<file path="src/flash_cmd_pkg.sv">
package flash_cmd_pkg;
  localparam int ADDR_WIDTH = 26;
  localparam int DATA_WIDTH = 16;
  localparam logic [ADDR_WIDTH-1:0] UNLOCK1_ADDR = 26'h0000555;
  localparam logic [ADDR_WIDTH-1:0] UNLOCK2_ADDR = 26'h00002AA;
  localparam logic [ADDR_WIDTH-1:0] CFI_ADDR = 26'h0000055;
  localparam logic [7:0] UNLOCK1_DATA = 8'hAA;
  localparam logic [7:0] UNLOCK2_DATA = 8'h55;
  localparam logic [7:0] CMD_RESET = 8'hF0;
  localparam logic [7:0] CMD_IDENT = 8'h90;
  localparam logic [7:0] CMD_CFI = 8'h98;
  localparam logic [7:0] CMD_PROGRAM = 8'hA0;
  localparam logic [7:0] CMD_BUF_LOAD = 8'h25;
  localparam logic [7:0] CMD_BUF_CONFIRM = 8'h29;
  localparam logic [7:0] CMD_BYPASS = 8'h20;
  localparam logic [7:0] CMD_ERASE_SETUP = 8'h80;
  localparam logic [7:0] CMD_CHIP_ERASE = 8'h10;
  localparam logic [7:0] CMD_SECTOR_ERASE = 8'h30;
  localparam logic [7:0] CMD_SUSPEND = 8'hB0;
  localparam logic [7:0] CMD_RESUME = 8'h30;
  localparam logic [7:0] CMD_SECURE_ENTRY = 8'h88;
  localparam logic [7:0] CMD_EXIT_DATA = 8'h00;
  localparam logic [7:0] ID_MAKER = 8'h00;
  localparam logic [7:0] ID_PROTECT = 8'h02;
  localparam logic [7:0] ID_SECURE = 8'h03;
  localparam logic [7:0] PROT_NO = 8'h00;
  localparam logic [7:0] PROT_YES = 8'h01;
  localparam int TOP_DATA_BIT = 7;
  localparam int SECTOR_LSB = 16;
  localparam int BUF_WORDS = 32;
  localparam int SETUP_NS = 30;
  localparam int CLK_NS = 4;
  localparam logic [3:0] PHASE_CYCLES = 4'((SETUP_NS + CLK_NS - 1) / CLK_NS);
  typedef enum logic [3:0] {
    OP_RESET, OP_READ, OP_ID_ENTER, OP_CFI, OP_PROGRAM, OP_BUF_PROGRAM,
    OP_ABORT_RESET, OP_BYPASS_ENTER, OP_BYPASS_PROGRAM, OP_BYPASS_SECTOR_ERASE,
    OP_BYPASS_CHIP_ERASE, OP_BYPASS_EXIT, OP_CHIP_ERASE, OP_SECTOR_ERASE,
    OP_SUSPEND, OP_RESUME
  } op_type;
endpackage

</file>
<file path="src/bus_cycle.sv">
`timescale 1ns/10ps
module bus_cycle
  import flash_cmd_pkg::*;
(
  // clock and reset
  input wire logic core_clk,
  input wire logic sys_rst,
  // request
  input wire logic start,
  input wire logic is_read,
  input wire logic [flash_cmd_pkg::ADDR_WIDTH-1:0] addr,
  input wire logic [flash_cmd_pkg::DATA_WIDTH-1:0] wdata,
  output logic done,
  output logic [flash_cmd_pkg::DATA_WIDTH-1:0] rdata,
  // flash pins
  output logic ce_n,
  output logic we_n,
  output logic oe_n,
  output logic [flash_cmd_pkg::ADDR_WIDTH-1:0] flash_addr,
  output logic [flash_cmd_pkg::DATA_WIDTH-1:0] dq_out,
  output logic dq_oe,
  input wire logic [flash_cmd_pkg::DATA_WIDTH-1:0] dq_in
);
  import flash_cmd_pkg::*;
  typedef enum logic [1:0] {IDLE, SETUP, STROBE, RECOVER} phase_type;
  phase_type phase, next_phase;
  logic [3:0] count, next_count;
  logic rd, next_rd;
  logic [DATA_WIDTH-1:0] next_rdata;
  logic [ADDR_WIDTH-1:0] next_flash_addr;
  logic [DATA_WIDTH-1:0] next_dq_out;

  always_comb begin
    next_phase = phase;
    next_count = count;
    next_rd = rd;
    next_rdata = rdata;
    next_flash_addr = flash_addr;
    next_dq_out = dq_out;
    done = 1'b0;
    unique case (phase)
      IDLE: if (start) begin
        next_phase = SETUP;
        next_rd = is_read;
        next_flash_addr = addr;
        next_dq_out = wdata;
        next_count = PHASE_CYCLES;
      end
      SETUP: begin
        // address settles before the strobe falls, so the later falling edge sees it
        next_phase = STROBE;
        next_count = PHASE_CYCLES;
      end
      STROBE: if (count == 4'h1) begin
        next_phase = RECOVER;
        next_count = PHASE_CYCLES;
        if (rd) next_rdata = dq_in;
      end else begin
        next_count = count - 4'h1;
      end
      RECOVER: if (count == 4'h1) begin
        next_phase = IDLE;
        done = 1'b1;
      end else begin
        next_count = count - 4'h1;
      end
    endcase
  end

  always_ff @(posedge core_clk) begin
    if (sys_rst) begin
      phase <= IDLE;
      count <= 4'h0;
      rd <= 1'b0;
      rdata <= '0;
      flash_addr <= '0;
      dq_out <= '0;
    end else begin
      phase <= next_phase;
      count <= next_count;
      rd <= next_rd;
      rdata <= next_rdata;
      flash_addr <= next_flash_addr;
      dq_out <= next_dq_out;
    end
  end

  // both strobes rise together and data is held through recovery
  assign ce_n = !(phase == SETUP || phase == STROBE);
  assign we_n = !(phase == STROBE && !rd);
  assign oe_n = !(phase == STROBE && rd);
  assign dq_oe = !rd && phase != IDLE;

  property p_strobe_len;
    @(posedge core_clk) disable iff (sys_rst)
      $fell(we_n) |-> !we_n [*8] ##1 we_n;
  endproperty
  a_strobe_len: assert property (p_strobe_len) else $error("write strobe too short");

  property p_data_hold;
    @(posedge core_clk) disable iff (sys_rst)
      $rose(we_n) |-> $stable(dq_out) && dq_oe;
  endproperty
  a_data_hold: assert property (p_data_hold) else $error("data moved at strobe rise");

  property p_addr_setup;
    @(posedge core_clk) disable iff (sys_rst)
      $fell(we_n) |-> $stable(flash_addr) && !$past(ce_n);
  endproperty
  a_addr_setup: assert property (p_addr_setup) else $error("address not set up");
endmodule

</file>
<file path="src/flash_cmd_host.sv">
`timescale 1ns/10ps
// Summary of operation
// - commands of three or more cycles open with AA/555, 55/2AA
// - lost sequences recover by F0 anywhere
// - reset leaves identification or timed-out status
// - 90 then reads at identification offsets
// - program: unlocks, A0, location and word
// - buffer: 25, count-1, pairs, 29 confirm
// - buffer locations stay in starting page; the host counts up from the start with no wrap at the page end
// - abort reset: unlocks then F0 at 555
// - bypass: 20 enter; A0, 80/30, 80/10
// - bypass exit is 90 then 00
// - erase: unlocks, 80, unlocks, 10 or 30
// - secured entry 88; exit 90 then 00
module flash_cmd_host
  import flash_cmd_pkg::*;
#(
  parameter int BUF_DEPTH = flash_cmd_pkg::BUF_WORDS
) (
  // clock and reset
  input wire logic core_clk,
  input wire logic sys_rst,
  // command request
  input wire logic req_valid,
  output logic req_ready,
  input flash_cmd_pkg::op_type req_op,
  input wire logic [flash_cmd_pkg::ADDR_WIDTH-1:0] req_addr,
  input wire logic [flash_cmd_pkg::DATA_WIDTH-1:0] req_data,
  input wire logic [5:0] req_count,
  input wire logic secure_exit,
  // buffered program words
  input wire logic [flash_cmd_pkg::DATA_WIDTH-1:0] buf_word [BUF_DEPTH],
  // answer
  output logic resp_valid,
  output logic [flash_cmd_pkg::DATA_WIDTH-1:0] resp_data,
  output logic in_bypass,
  output logic in_ident,
  output logic erasing,
  output logic suspended,
  // flash pins
  output logic ce_n,
  output logic we_n,
  output logic oe_n,
  output logic [flash_cmd_pkg::ADDR_WIDTH-1:0] flash_addr,
  output logic [flash_cmd_pkg::DATA_WIDTH-1:0] dq_out,
  output logic dq_oe,
  input wire logic [flash_cmd_pkg::DATA_WIDTH-1:0] dq_in
);
  import flash_cmd_pkg::*;
  typedef enum logic [1:0] {IDLE, ISSUE, WAIT} seq_type;
  seq_type state, next_state;
  op_type op, next_op;
  logic [5:0] step, next_step;
  logic [5:0] last, next_last;
  logic [ADDR_WIDTH-1:0] base, next_base;
  logic [DATA_WIDTH-1:0] word, next_word;
  logic [5:0] words, next_words;
  logic next_in_bypass, next_in_ident, next_erasing, next_suspended, exit_mode, next_exit_mode;
  logic [DATA_WIDTH-1:0] next_resp_data;
  logic next_resp_valid;
  logic cyc_start, cyc_read, cyc_done;
  logic [ADDR_WIDTH-1:0] cyc_addr;
  logic [DATA_WIDTH-1:0] cyc_data;
  logic [DATA_WIDTH-1:0] cyc_rdata;
  logic legal;

  // sector address: upper bits kept, lower 16 cleared, for buffer and sector-erase command cycles
  function automatic logic [ADDR_WIDTH-1:0] sector_of(input logic [ADDR_WIDTH-1:0] a);
    sector_of = {a[ADDR_WIDTH-1:SECTOR_LSB], 16'h0000};
  endfunction

  function automatic logic [DATA_WIDTH-1:0] cmd(input logic [7:0] c);
    cmd = {8'h00, c};
  endfunction

  // refuse what the device would not accept in its present mode
  always_comb begin
    unique case (req_op)
      OP_CFI: legal = !erasing && !suspended && !in_bypass;
      OP_SUSPEND: legal = erasing && !suspended;
      OP_RESUME: legal = suspended;
      OP_BYPASS_PROGRAM, OP_BYPASS_SECTOR_ERASE, OP_BYPASS_CHIP_ERASE,
      OP_BYPASS_EXIT: legal = in_bypass;
      OP_CHIP_ERASE, OP_SECTOR_ERASE, OP_BYPASS_ENTER: legal = !suspended && !in_bypass;
      default: legal = 1'b1;
    endcase
  end
  assign req_ready = state == IDLE;

  // one step per bus cycle; step picks address and data
  always_comb begin
    cyc_read = 1'b0;
    cyc_addr = UNLOCK1_ADDR;
    cyc_data = cmd(UNLOCK1_DATA);
    if (step == 6'd1 || (step == 6'd4 && op == OP_CHIP_ERASE) ||
        (step == 6'd4 && op == OP_SECTOR_ERASE)) begin
      cyc_addr = UNLOCK2_ADDR;
      cyc_data = cmd(UNLOCK2_DATA);
    end
    unique case (op)
      OP_RESET: cyc_data = cmd(CMD_RESET);
      OP_READ: begin
        cyc_read = 1'b1;
        cyc_addr = base;
      end
      OP_CFI: begin
        cyc_addr = CFI_ADDR;
        cyc_data = cmd(CMD_CFI);
      end
      OP_ID_ENTER: begin
        if (step == 6'd2) cyc_data = cmd(CMD_IDENT);
        if (step == 6'd3) begin
          cyc_read = !exit_mode;
          cyc_addr = exit_mode ? '0 : base;
          cyc_data = cmd(CMD_EXIT_DATA);
        end
      end
      OP_PROGRAM, OP_BYPASS_PROGRAM: begin
        if (step == last - 6'd1) cyc_data = cmd(CMD_PROGRAM);
        if (step == last) begin
          cyc_addr = base;
          cyc_data = word;
        end
      end
      OP_BUF_PROGRAM: begin
        if (step == 6'd2) begin
          cyc_addr = sector_of(base);
          cyc_data = cmd(CMD_BUF_LOAD);
        end else if (step == 6'd3) begin
          cyc_addr = sector_of(base);
          cyc_data = {10'h000, words};
        end else if (step == last) begin
          cyc_addr = sector_of(base);
          cyc_data = cmd(CMD_BUF_CONFIRM);
        end else if (step > 6'd3) begin
          // locations count up from the start, with no wrap at the page end
          cyc_addr = base + ADDR_WIDTH'(step - 6'd4);
          cyc_data = buf_word[5'(step - 6'd4)];
        end
      end
      OP_ABORT_RESET: if (step == 6'd2) cyc_data = cmd(CMD_RESET);
      OP_BYPASS_ENTER: if (step == 6'd2)
        cyc_data = cmd(exit_mode ? CMD_SECURE_ENTRY : CMD_BYPASS);
      OP_BYPASS_SECTOR_ERASE: begin
        cyc_data = cmd(step == 6'd0 ? CMD_ERASE_SETUP : CMD_SECTOR_ERASE);
        if (step == 6'd1) cyc_addr = sector_of(base);
      end
      OP_BYPASS_CHIP_ERASE: cyc_data = cmd(step == 6'd0 ? CMD_ERASE_SETUP : CMD_CHIP_ERASE);
      OP_BYPASS_EXIT: cyc_data = cmd(step == 6'd0 ? CMD_IDENT : CMD_EXIT_DATA);
      OP_CHIP_ERASE, OP_SECTOR_ERASE: begin
        if (step == 6'd2) cyc_data = cmd(CMD_ERASE_SETUP);
        if (step == 6'd5) begin
          cyc_data = cmd(op == OP_CHIP_ERASE ? CMD_CHIP_ERASE : CMD_SECTOR_ERASE);
          if (op == OP_SECTOR_ERASE) cyc_addr = sector_of(base);
        end
      end
      OP_SUSPEND: cyc_data = cmd(CMD_SUSPEND);
      OP_RESUME: cyc_data = cmd(CMD_RESUME);
    endcase
  end

  always_comb begin
    next_state = state;
    next_op = op;
    next_step = step;
    next_last = last;
    next_base = base;
    next_word = word;
    next_words = words;
    next_exit_mode = exit_mode;
    next_in_bypass = in_bypass;
    next_in_ident = in_ident;
    next_erasing = erasing;
    next_suspended = suspended;
    next_resp_valid = 1'b0;
    next_resp_data = resp_data;
    cyc_start = 1'b0;
    unique case (state)
      IDLE: if (req_valid) begin
        if (!legal) begin
          // refused requests answer at once with no bus activity
          next_resp_valid = 1'b1;
          next_resp_data = '1;
        end else begin
          next_state = ISSUE;
          next_op = req_op;
          next_base = req_addr;
          next_word = req_data;
          next_words = req_count;
          next_step = 6'd0;
          next_exit_mode = secure_exit;
          // secured entry is the bypass-enter shape with another code
          unique case (req_op)
            OP_RESET, OP_READ, OP_CFI, OP_SUSPEND, OP_RESUME: next_last = 6'd0;
            OP_BYPASS_PROGRAM, OP_BYPASS_SECTOR_ERASE, OP_BYPASS_CHIP_ERASE,
            OP_BYPASS_EXIT: next_last = 6'd1;
            OP_ABORT_RESET, OP_BYPASS_ENTER: next_last = 6'd2;
            OP_ID_ENTER, OP_PROGRAM: next_last = 6'd3;
            OP_BUF_PROGRAM: next_last = req_count + 6'd5;
            OP_CHIP_ERASE, OP_SECTOR_ERASE: next_last = 6'd5;
          endcase
        end
      end
      ISSUE: begin
        cyc_start = 1'b1;
        next_state = WAIT;
      end
      WAIT: if (cyc_done) begin
        if (step == last) begin
          next_state = IDLE;
          next_resp_valid = 1'b1;
          next_resp_data = cyc_read ? cyc_rdata : '0;
          unique case (op)
            OP_RESET: begin
              next_in_ident = 1'b0;
              next_erasing = 1'b0;
            end
            OP_ID_ENTER: next_in_ident = !exit_mode;
            OP_BYPASS_ENTER: next_in_bypass = !exit_mode;
            OP_BYPASS_EXIT: next_in_bypass = 1'b0;
            OP_SECTOR_ERASE, OP_BYPASS_SECTOR_ERASE: next_erasing = 1'b1;
            OP_SUSPEND: next_suspended = 1'b1;
            OP_RESUME: next_suspended = 1'b0;
            default: next_in_ident = in_ident;
          endcase
        end else begin
          next_step = step + 6'd1;
          next_state = ISSUE;
        end
      end
      default: next_state = IDLE;
    endcase
  end

  always_ff @(posedge core_clk) begin
    if (sys_rst) begin
      state <= IDLE;
      op <= OP_RESET;
      step <= 6'd0;
      last <= 6'd0;
      base <= '0;
      word <= '0;
      words <= 6'd0;
      exit_mode <= 1'b0;
      in_bypass <= 1'b0;
      in_ident <= 1'b0;
      erasing <= 1'b0;
      suspended <= 1'b0;
      resp_valid <= 1'b0;
      resp_data <= '0;
    end else begin
      state <= next_state;
      op <= next_op;
      step <= next_step;
      last <= next_last;
      base <= next_base;
      word <= next_word;
      words <= next_words;
      exit_mode <= next_exit_mode;
      in_bypass <= next_in_bypass;
      in_ident <= next_in_ident;
      erasing <= next_erasing;
      suspended <= next_suspended;
      resp_valid <= next_resp_valid;
      resp_data <= next_resp_data;
    end
  end

  bus_cycle u_cycle (
    .core_clk(core_clk),
    .sys_rst(sys_rst),
    .start(cyc_start),
    .is_read(cyc_read),
    .addr(cyc_addr),
    .wdata(cyc_data),
    .done(cyc_done),
    .rdata(cyc_rdata),
    .ce_n(ce_n),
    .we_n(we_n),
    .oe_n(oe_n),
    .flash_addr(flash_addr),
    .dq_out(dq_out),
    .dq_oe(dq_oe),
    .dq_in(dq_in)
  );

  property p_unlock_first;
    @(posedge core_clk) disable iff (sys_rst)
      cyc_start && step == 6'd0 && last > 6'd1 |-> cyc_addr == UNLOCK1_ADDR && cyc_data == 16'h00AA;
  endproperty
  a_unlock_first: assert property (p_unlock_first) else $error("sequence not unlocked");

  property p_low_byte;
    @(posedge core_clk) disable iff (sys_rst)
      cyc_start && !cyc_read && op != OP_PROGRAM && op != OP_BYPASS_PROGRAM
      && op != OP_BUF_PROGRAM |-> cyc_data[15:8] == 8'h00;
  endproperty
  a_low_byte: assert property (p_low_byte) else $error("upper command byte set");

  property p_suspend_ok;
    @(posedge core_clk) disable iff (sys_rst)
      cyc_start && op == OP_SUSPEND |-> erasing && !suspended;
  endproperty
  a_suspend_ok: assert property (p_suspend_ok) else $error("suspend outside erase");

  property p_resume_ok;
    @(posedge core_clk) disable iff (sys_rst)
      cyc_start && op == OP_RESUME |-> suspended;
  endproperty
  a_resume_ok: assert property (p_resume_ok) else $error("resume while not suspended");

  property p_cfi_ok;
    @(posedge core_clk) disable iff (sys_rst)
      cyc_start && op == OP_CFI |-> cyc_addr == CFI_ADDR && !erasing && !in_bypass;
  endproperty
  a_cfi_ok: assert property (p_cfi_ok) else $error("query issued when not ready");

  property p_step_done;
    @(posedge core_clk) disable iff (sys_rst)
      state == WAIT && cyc_done && step != last |=> state == ISSUE && step == $past(step) + 6'd1;
  endproperty
  a_step_done: assert property (p_step_done) else $error("step did not advance");

  property p_bypass_exit;
    @(posedge core_clk) disable iff (sys_rst)
      $fell(in_bypass) |-> $past(op) == OP_BYPASS_EXIT;
  endproperty
  a_bypass_exit: assert property (p_bypass_exit) else $error("bypass left without exit");

  property p_confirm;
    @(posedge core_clk) disable iff (sys_rst)
      cyc_start && op == OP_BUF_PROGRAM && step == last |-> cyc_data == 16'h0029;
  endproperty
  a_confirm: assert property (p_confirm) else $error("buffer not confirmed");
endmodule

</file>
<file path="config.mk">
export PLATFORM = sky130hd
export DESIGN_NAME = flash_cmd_host
export DESIGN_NICKNAME = d
export VERILOG_FILES = /design/src/flash_cmd_pkg.sv /design/src/bus_cycle.sv /design/src/flash_cmd_host.sv
export SDC_FILE = /design/constraint.sdc
export NUM_CORES = 1
export LEC_CHECK = 0
export BUFFER_PORTS_ARGS = -buffer_cell sky130_fd_sc_hd__buf_2
export CAP_MARGIN = 20
export CELL_PAD_IN_SITES_DETAIL_PLACEMENT = 1
export CELL_PAD_IN_SITES_GLOBAL_PLACEMENT = 1
export CORE_AREA = 2 2 251 253
export CTS_BUF_LIST = sky130_fd_sc_hd__clkbuf_8
export CTS_CLUSTER_DIAMETER = 80
export CTS_CLUSTER_SIZE = 25
export DETAILED_ROUTE_END_ITERATION = 6
export DIE_AREA = 0 0 253 255
export HOLD_SLACK_MARGIN = 0.05
export MAX_ROUTING_LAYER = met4
export PLACE_DENSITY_LB_ADDON = 0.25
export SKIP_LAST_GASP = 1
export SLEW_MARGIN = 20
export SYNTH_ARGS = -nofsm -noshare
export SYNTH_HDL_FRONTEND = slang
export SYNTH_SLANG_ARGS = --single-unit
</file>
<file path="constraint.sdc">
create_clock -name core_clk -period 5.3 [get_ports core_clk]
set_input_delay 1.06 -clock core_clk [delete_from_list [all_inputs] [get_ports core_clk]]
set_output_delay 1.06 -clock core_clk [all_outputs]
set_load 0.02 [all_outputs]
</file>
* Word level (Yosys, flattened, before mapping) *
Index checks and enable logic that the tools add are counted.
W data, S select, Z words.

storage, ports and cells
  register bits = 153
  input port bits = 584
  output and inout port bits = 68
  word-level logic and storage cells = 209

cells by class
  $add $sub $neg = 7
  $lt $le $gt $ge = 2
  eq/ne operators = 53
  multiplexer cells = 74
  bitwise operators = 1
  reductions and logical operators = 52

operators by type and width
  cell                  number
  $mux W16              19
  $mux W26              10
  $pmux W16 S13         1
  $pmux W26 S7          1
  $bmux W16 S5          1
  $eq A4 B4 Y1 const B  16
  $mux W8               5
  $pmux W6 S6           1
  $eq A4 B3 Y1 const B  8
  $pmux W16 S2          1
  $mux W6               5
  $add A26 B26 Y26      1
  $eq A4 B2 Y1 const B  4
  $pmux W4 S4           1
  $reduce_and A4 Y1     4
  $ne A2 B2 Y1 const B  7
  $eq A4 B1 Y1 const B  3
  $eq A6 B2 Y1 const B  2
  $eq A6 B3 Y1 const B  2
  $eq A6 B6 Y1          2
  $mux W2               6
  $mux W4               3
  $pmux W1 S2           6
  $pmux W6 S2           1
  32 further kinds      79

* Longest topological paths before layout *
  depth after elaboration = 10
  mapped depth = 14
  mapped depth without buffers = 12

* Hierarchy *
From an unflattened synthesis, not the netlist that was laid out.

unflattened totals
  cell total of the unflattened synthesis = 1454
  area total of the unflattened synthesis = 12629.6 µm²

by module, submodules not included
  module          times used  cells each  area an instance (µm²)  seq. area each (µm²)
  flash_cmd_host  1           1143        10131.0                 1761.7
  bus_cycle       1           311         2498.6                  1301.2

* Worst setup path after synthesis *
No wires, ideal clock.

  path type = register to register
  start = reg step[2]
  end = reg u_cycle.flash_addr[18] in the netlist's numbering
  library setup time = 122 ps
  data arrival time = 3403 ps
  required time = 5178 ps
  slack = 1775 ps
  stages on the path, launching flop included = 14
  buffers on the path = 2
  period minus slack after synthesis = 3525 ps
  cells stage by stage = dfxtp_1 buf_2 inv_1 ha_1 inv_1 clkbuf_1 ha_1 and3_1 a221oi_2 a31oi_1 o21ai_1 or4_1 a31oi_1 a221o_1

between the ends
  word-level cells in the longest chain between the ends = 7
  elaborated cells between the ends (all ways) = 17
  those cells by class = add/sub (2); order compare (1); eq/ne (5); mux (9)

ends and longest elaborated chain
  item                    RTL line               source
  start, declared         flash_cmd_host.sv:53   logic [5:0] step, next_step;
  start signal, assigned  flash_cmd_host.sv:254  step <= next_step;
  $sub A6 B3 Y7           flash_cmd_host.sv:137  cyc_addr = base + ADDR_WIDTH'(step - 6'd4);
  $add A26 B26 Y26        flash_cmd_host.sv:137
  $mux W26                flash_cmd_host.sv:135  end else if (step > 6'd3) begin
  $mux W26                flash_cmd_host.sv:132  end else if (step == last) begin
  $mux W26                flash_cmd_host.sv:129  end else if (step == 6'd3) begin
  $mux W26                flash_cmd_host.sv:126  if (step == 6'd2) begin
  $pmux W26 S7 *          flash_cmd_host.sv:100  unique case (op)
  end signal, assigned    bus_cycle.sv:83        flash_addr <= next_flash_addr;
  end, declared           bus_cycle.sv:19        output logic [flash_cmd_pkg::ADDR_WIDTH-1:0] flash_addr,

Every way passes the cells marked *; elsewhere a longest branch is shown, timed or not.
A chain may end at the register's enable or synchronous reset.

* Final worst setup path *
  start = reg step[3]
  end = reg u_cycle.flash_addr[18] in the netlist's numbering

The elaborated chain is that of the path after synthesis.

==> flow_summary.ini <==
[sta]
fin_tns_setup_ns = 0
skew_ns = 0.0263
setup_viol = 0
fin_crit_sh = 0.765
tightest_slew_ns = 1.08
max_slew_margin = 0.283
hold_viol = 0
drv_slew = 0
fmax_mhz = 247
grt_setup_unrepaired = false
post-route-min-period_ns = 4.05

[setup_path]
critPathMaxFanout = 9
arrival_ns = 4.45
worst-r2r-setup-slack_ns = 1.25
worstSetupStartpointType = flop
path_class = reg -> reg
crit_path_end_kind = flop
required_ns = 5.70

[synthesis]
yosysSeqAreaShare = 0.245
syn_avg_cell_area_um2 = 9.40
syn_nets = 1939
synth_top_area_share = 0.254
synth_edf_count = 0
yosysTopAreaCell = mux4_2
yosysMostFrequentCell = dfxtp_1
synth_area_mm2 = 0.0125
synth_flop_cell = dfxtp_1
ys_top_cells_by_count = dfxtp_1 (153), nor2_1 (147), mux4_2 (141)
synth-seq-cells = 153
ys_types = 83
synthArstFlopShare = 0
ys_top_cells_by_area = mux4_2 (25%), dfxtp_1 (24%), mux2i_1 (5.0%)
synth_warnings = 0
synthCells = 1333

[cts]
tritoncts = done
clkSinkCount = 153
cts_hold_buf = 0
cts_root_buf = clkbuf_8
cts_buffers = 17
cts_setup_buffers = 0
htree_levels = 4
ctsResizeCount = 0
clockBufferDepth = 2
clock_latency_ns = 0.51
path_clk_slew_ns = 0.11

[place]
io_buffer_count = 651
dp_hpwl_um = 65200
placed_cells = 2689
gp_congestion = 0.986

[routing]
avgViaCountPerCell = 5.13
drt-total-wl_um = 77600
wire_per_inst_um = 28.3
vias = 14064
ant_nets = 0
first_iter_violations = 980
drt-pass1-iter-count = 5
drc = 0

[final_layout]
drive_above_1_share = 0.462
nNetsFinal = 2515
ff_latch_area_mm2 = 0.00307
fin_cells = 2739
multiInputGateArea_mm2 = 0.00883
syn2layout_area_growth_pct = 35.1
fillerInstances = 7476

[global_route]
antenna_found_initial = 42
first_global_vias = 14354
grt_pass1_wl_um = 106000
grt_max_degree = 61
grt_usage = 0.238
gr-total-overflow = 0

[power_and_ir_drop]
cellPowerDensity_mw_per_mm2 = 210
p_leak_uw = 0.00681
total_power_uw = 3550
ir_drop_mv = 0.137

[status]
status = finished clean

[die]
fp.dieW_um = 253
die_area_mm2 = 0.0645
num_io_pins = 652
row_count = 92
start_util = 0.201
die-height_um = 255
core_area_mm2 = 0.0622

[hold_path]
hp-class = reg -> reg

[flow_run]
drv_cap = 0
## cell usage in the layout, fill, tap and decap left out, types with 8 or more instances in the layout
| cell | instances |
|---|---|
| nor2_1 | 145 |
| xnor2_1 | 20 |
| nor2b_1 | 12 |
| mux2i_1 | 62 |
| and3_1 | 9 |
| o21ai_1 | 16 |
| a31oi_1 | 17 |
| a221oi_2 | 8 |
| nand2b_1 | 21 |
| xor2_1 | 11 |
| a22oi_1 | 30 |
| mux4_2 | 141 |
| nand3_1 | 38 |
| nand4_1 | 13 |
| a21o_1 | 12 |
| inv_1 | 21 |
| o21ai_0 | 51 |
| a211oi_1 | 41 |
| clkbuf_8 | 17 |
| or3_1 | 9 |
| o211ai_1 | 13 |
| dfxtp_1 | 150 |
| buf_2 | 650 |
| a21oi_1 | 99 |
| ha_1 | 21 |
| nand2_1 | 102 |
| diode_2 | 18 |
| buf_4 | 25 |
| nor3_1 | 31 |
## worst max-delay path, cell delays in order (launching register included)
cell and delay (ns):
dfxtp_1 0.42, inv_1 0.13, ha_1 0.26, xnor2_2 0.43
inv_2 0.27, ha_1 0.43, a21o_1 0.22, a221oi_2 0.62
a31oi_1 0.16, o21ai_1 0.48, or4_1 0.19, a31oi_1 0.08
a221o_1 0.26
## state kept, by name, indices dropped and copies added (netlist names), 2 cells and up
register	count
resp_data	16
u_cycle.count	4
u_cycle.flash_addr	26
u_cycle.phase	2
u_cycle.dq_out	16
words	6
word	16
op	4
last	6
u_cycle.rdata	16
state	2
step	6
base	26
## logic make-up (layout without fill, tap and decap cells)
kind of cell / count (synthesis) / after routing / share of synthesized area
simple gates: 422 / 422 / 0.160
fa+ha+maj: 22 / 22 / 0.0226
buf+inv: 142 / 731 / 0.0523
compound gates: 354 / 354 / 0.190
flops: 153 / 153 / 0.245
mux: 208 / 208 / 0.308
other cells: 0 / 18 / 0
xor+xnor: 32 / 32 / 0.0230
## power by group
part / total (µW) / internal, µW / switching (µW) / leakage [µW]
Combinational: 1160 / 501 / 662 / 0.00533
Clock: 1050 / 488 / 564 / 0.000228
Sequential: 1330 / 1230 / 99.3 / 0.00125
## metal layers
metal	track usage	part of all wire	vias up	routed length, µm
met5	-	0	-	0
met4	0.0617	0.028	0	2150
met3	0.0432	0.063	104	4910
met2	0.398	0.49	574	38100
met1	0.297	0.42	7077	32500
li1	-	-	6309	-
## layout make-up
| type | count | share of cell area |
|---|---|---|
| repair buffers | 676 | 0.204 |
| diodes | 18 | 0.00266 |
| inverters | 23 | 0.00510 |
| clock inverters | 15 | 0.0119 |
| multi-input cells | 1038 | 0.522 |
| clock buffers | 17 | 0.0138 |
| well taps | 799 | 0.0591 |
| flip-flops and latches | 153 | 0.182 |
## final timing paths
| check | start | endpoint | depth (start not counted) |
|---|---|---|---|
| max | step[3] | u_cycle.flash_addr[18] | 12 |
| min | u_cycle.rdata[0] | u_cycle.rdata[0] | 2 |
| max reg2reg | step[3] | u_cycle.flash_addr[18] | 12 |
| min reg2reg | u_cycle.rdata[0] | u_cycle.rdata[0] | 2 |
## metrics by stage
| step | util | setup WS (ns) | instance area [µm²] | hold WS (ns) |
|---|---|---|---|---|
| after floorplan | - | 1.78 | 12500 | 0.437 |
| after global placement | 0.264 | 1.47 | 16400 | 0.443 |
| after detailed placement | 0.264 | 1.37 | 16400 | 0.449 |
| after CTS | 0.271 | 1.32 | 16900 | 0.465 |
| after global routing | 0.272 | 0.977 | 16900 | 0.484 |
| final | 0.272 | 1.25 | 16900 | 0.464 |
Power figures use the tool's default switching activity.
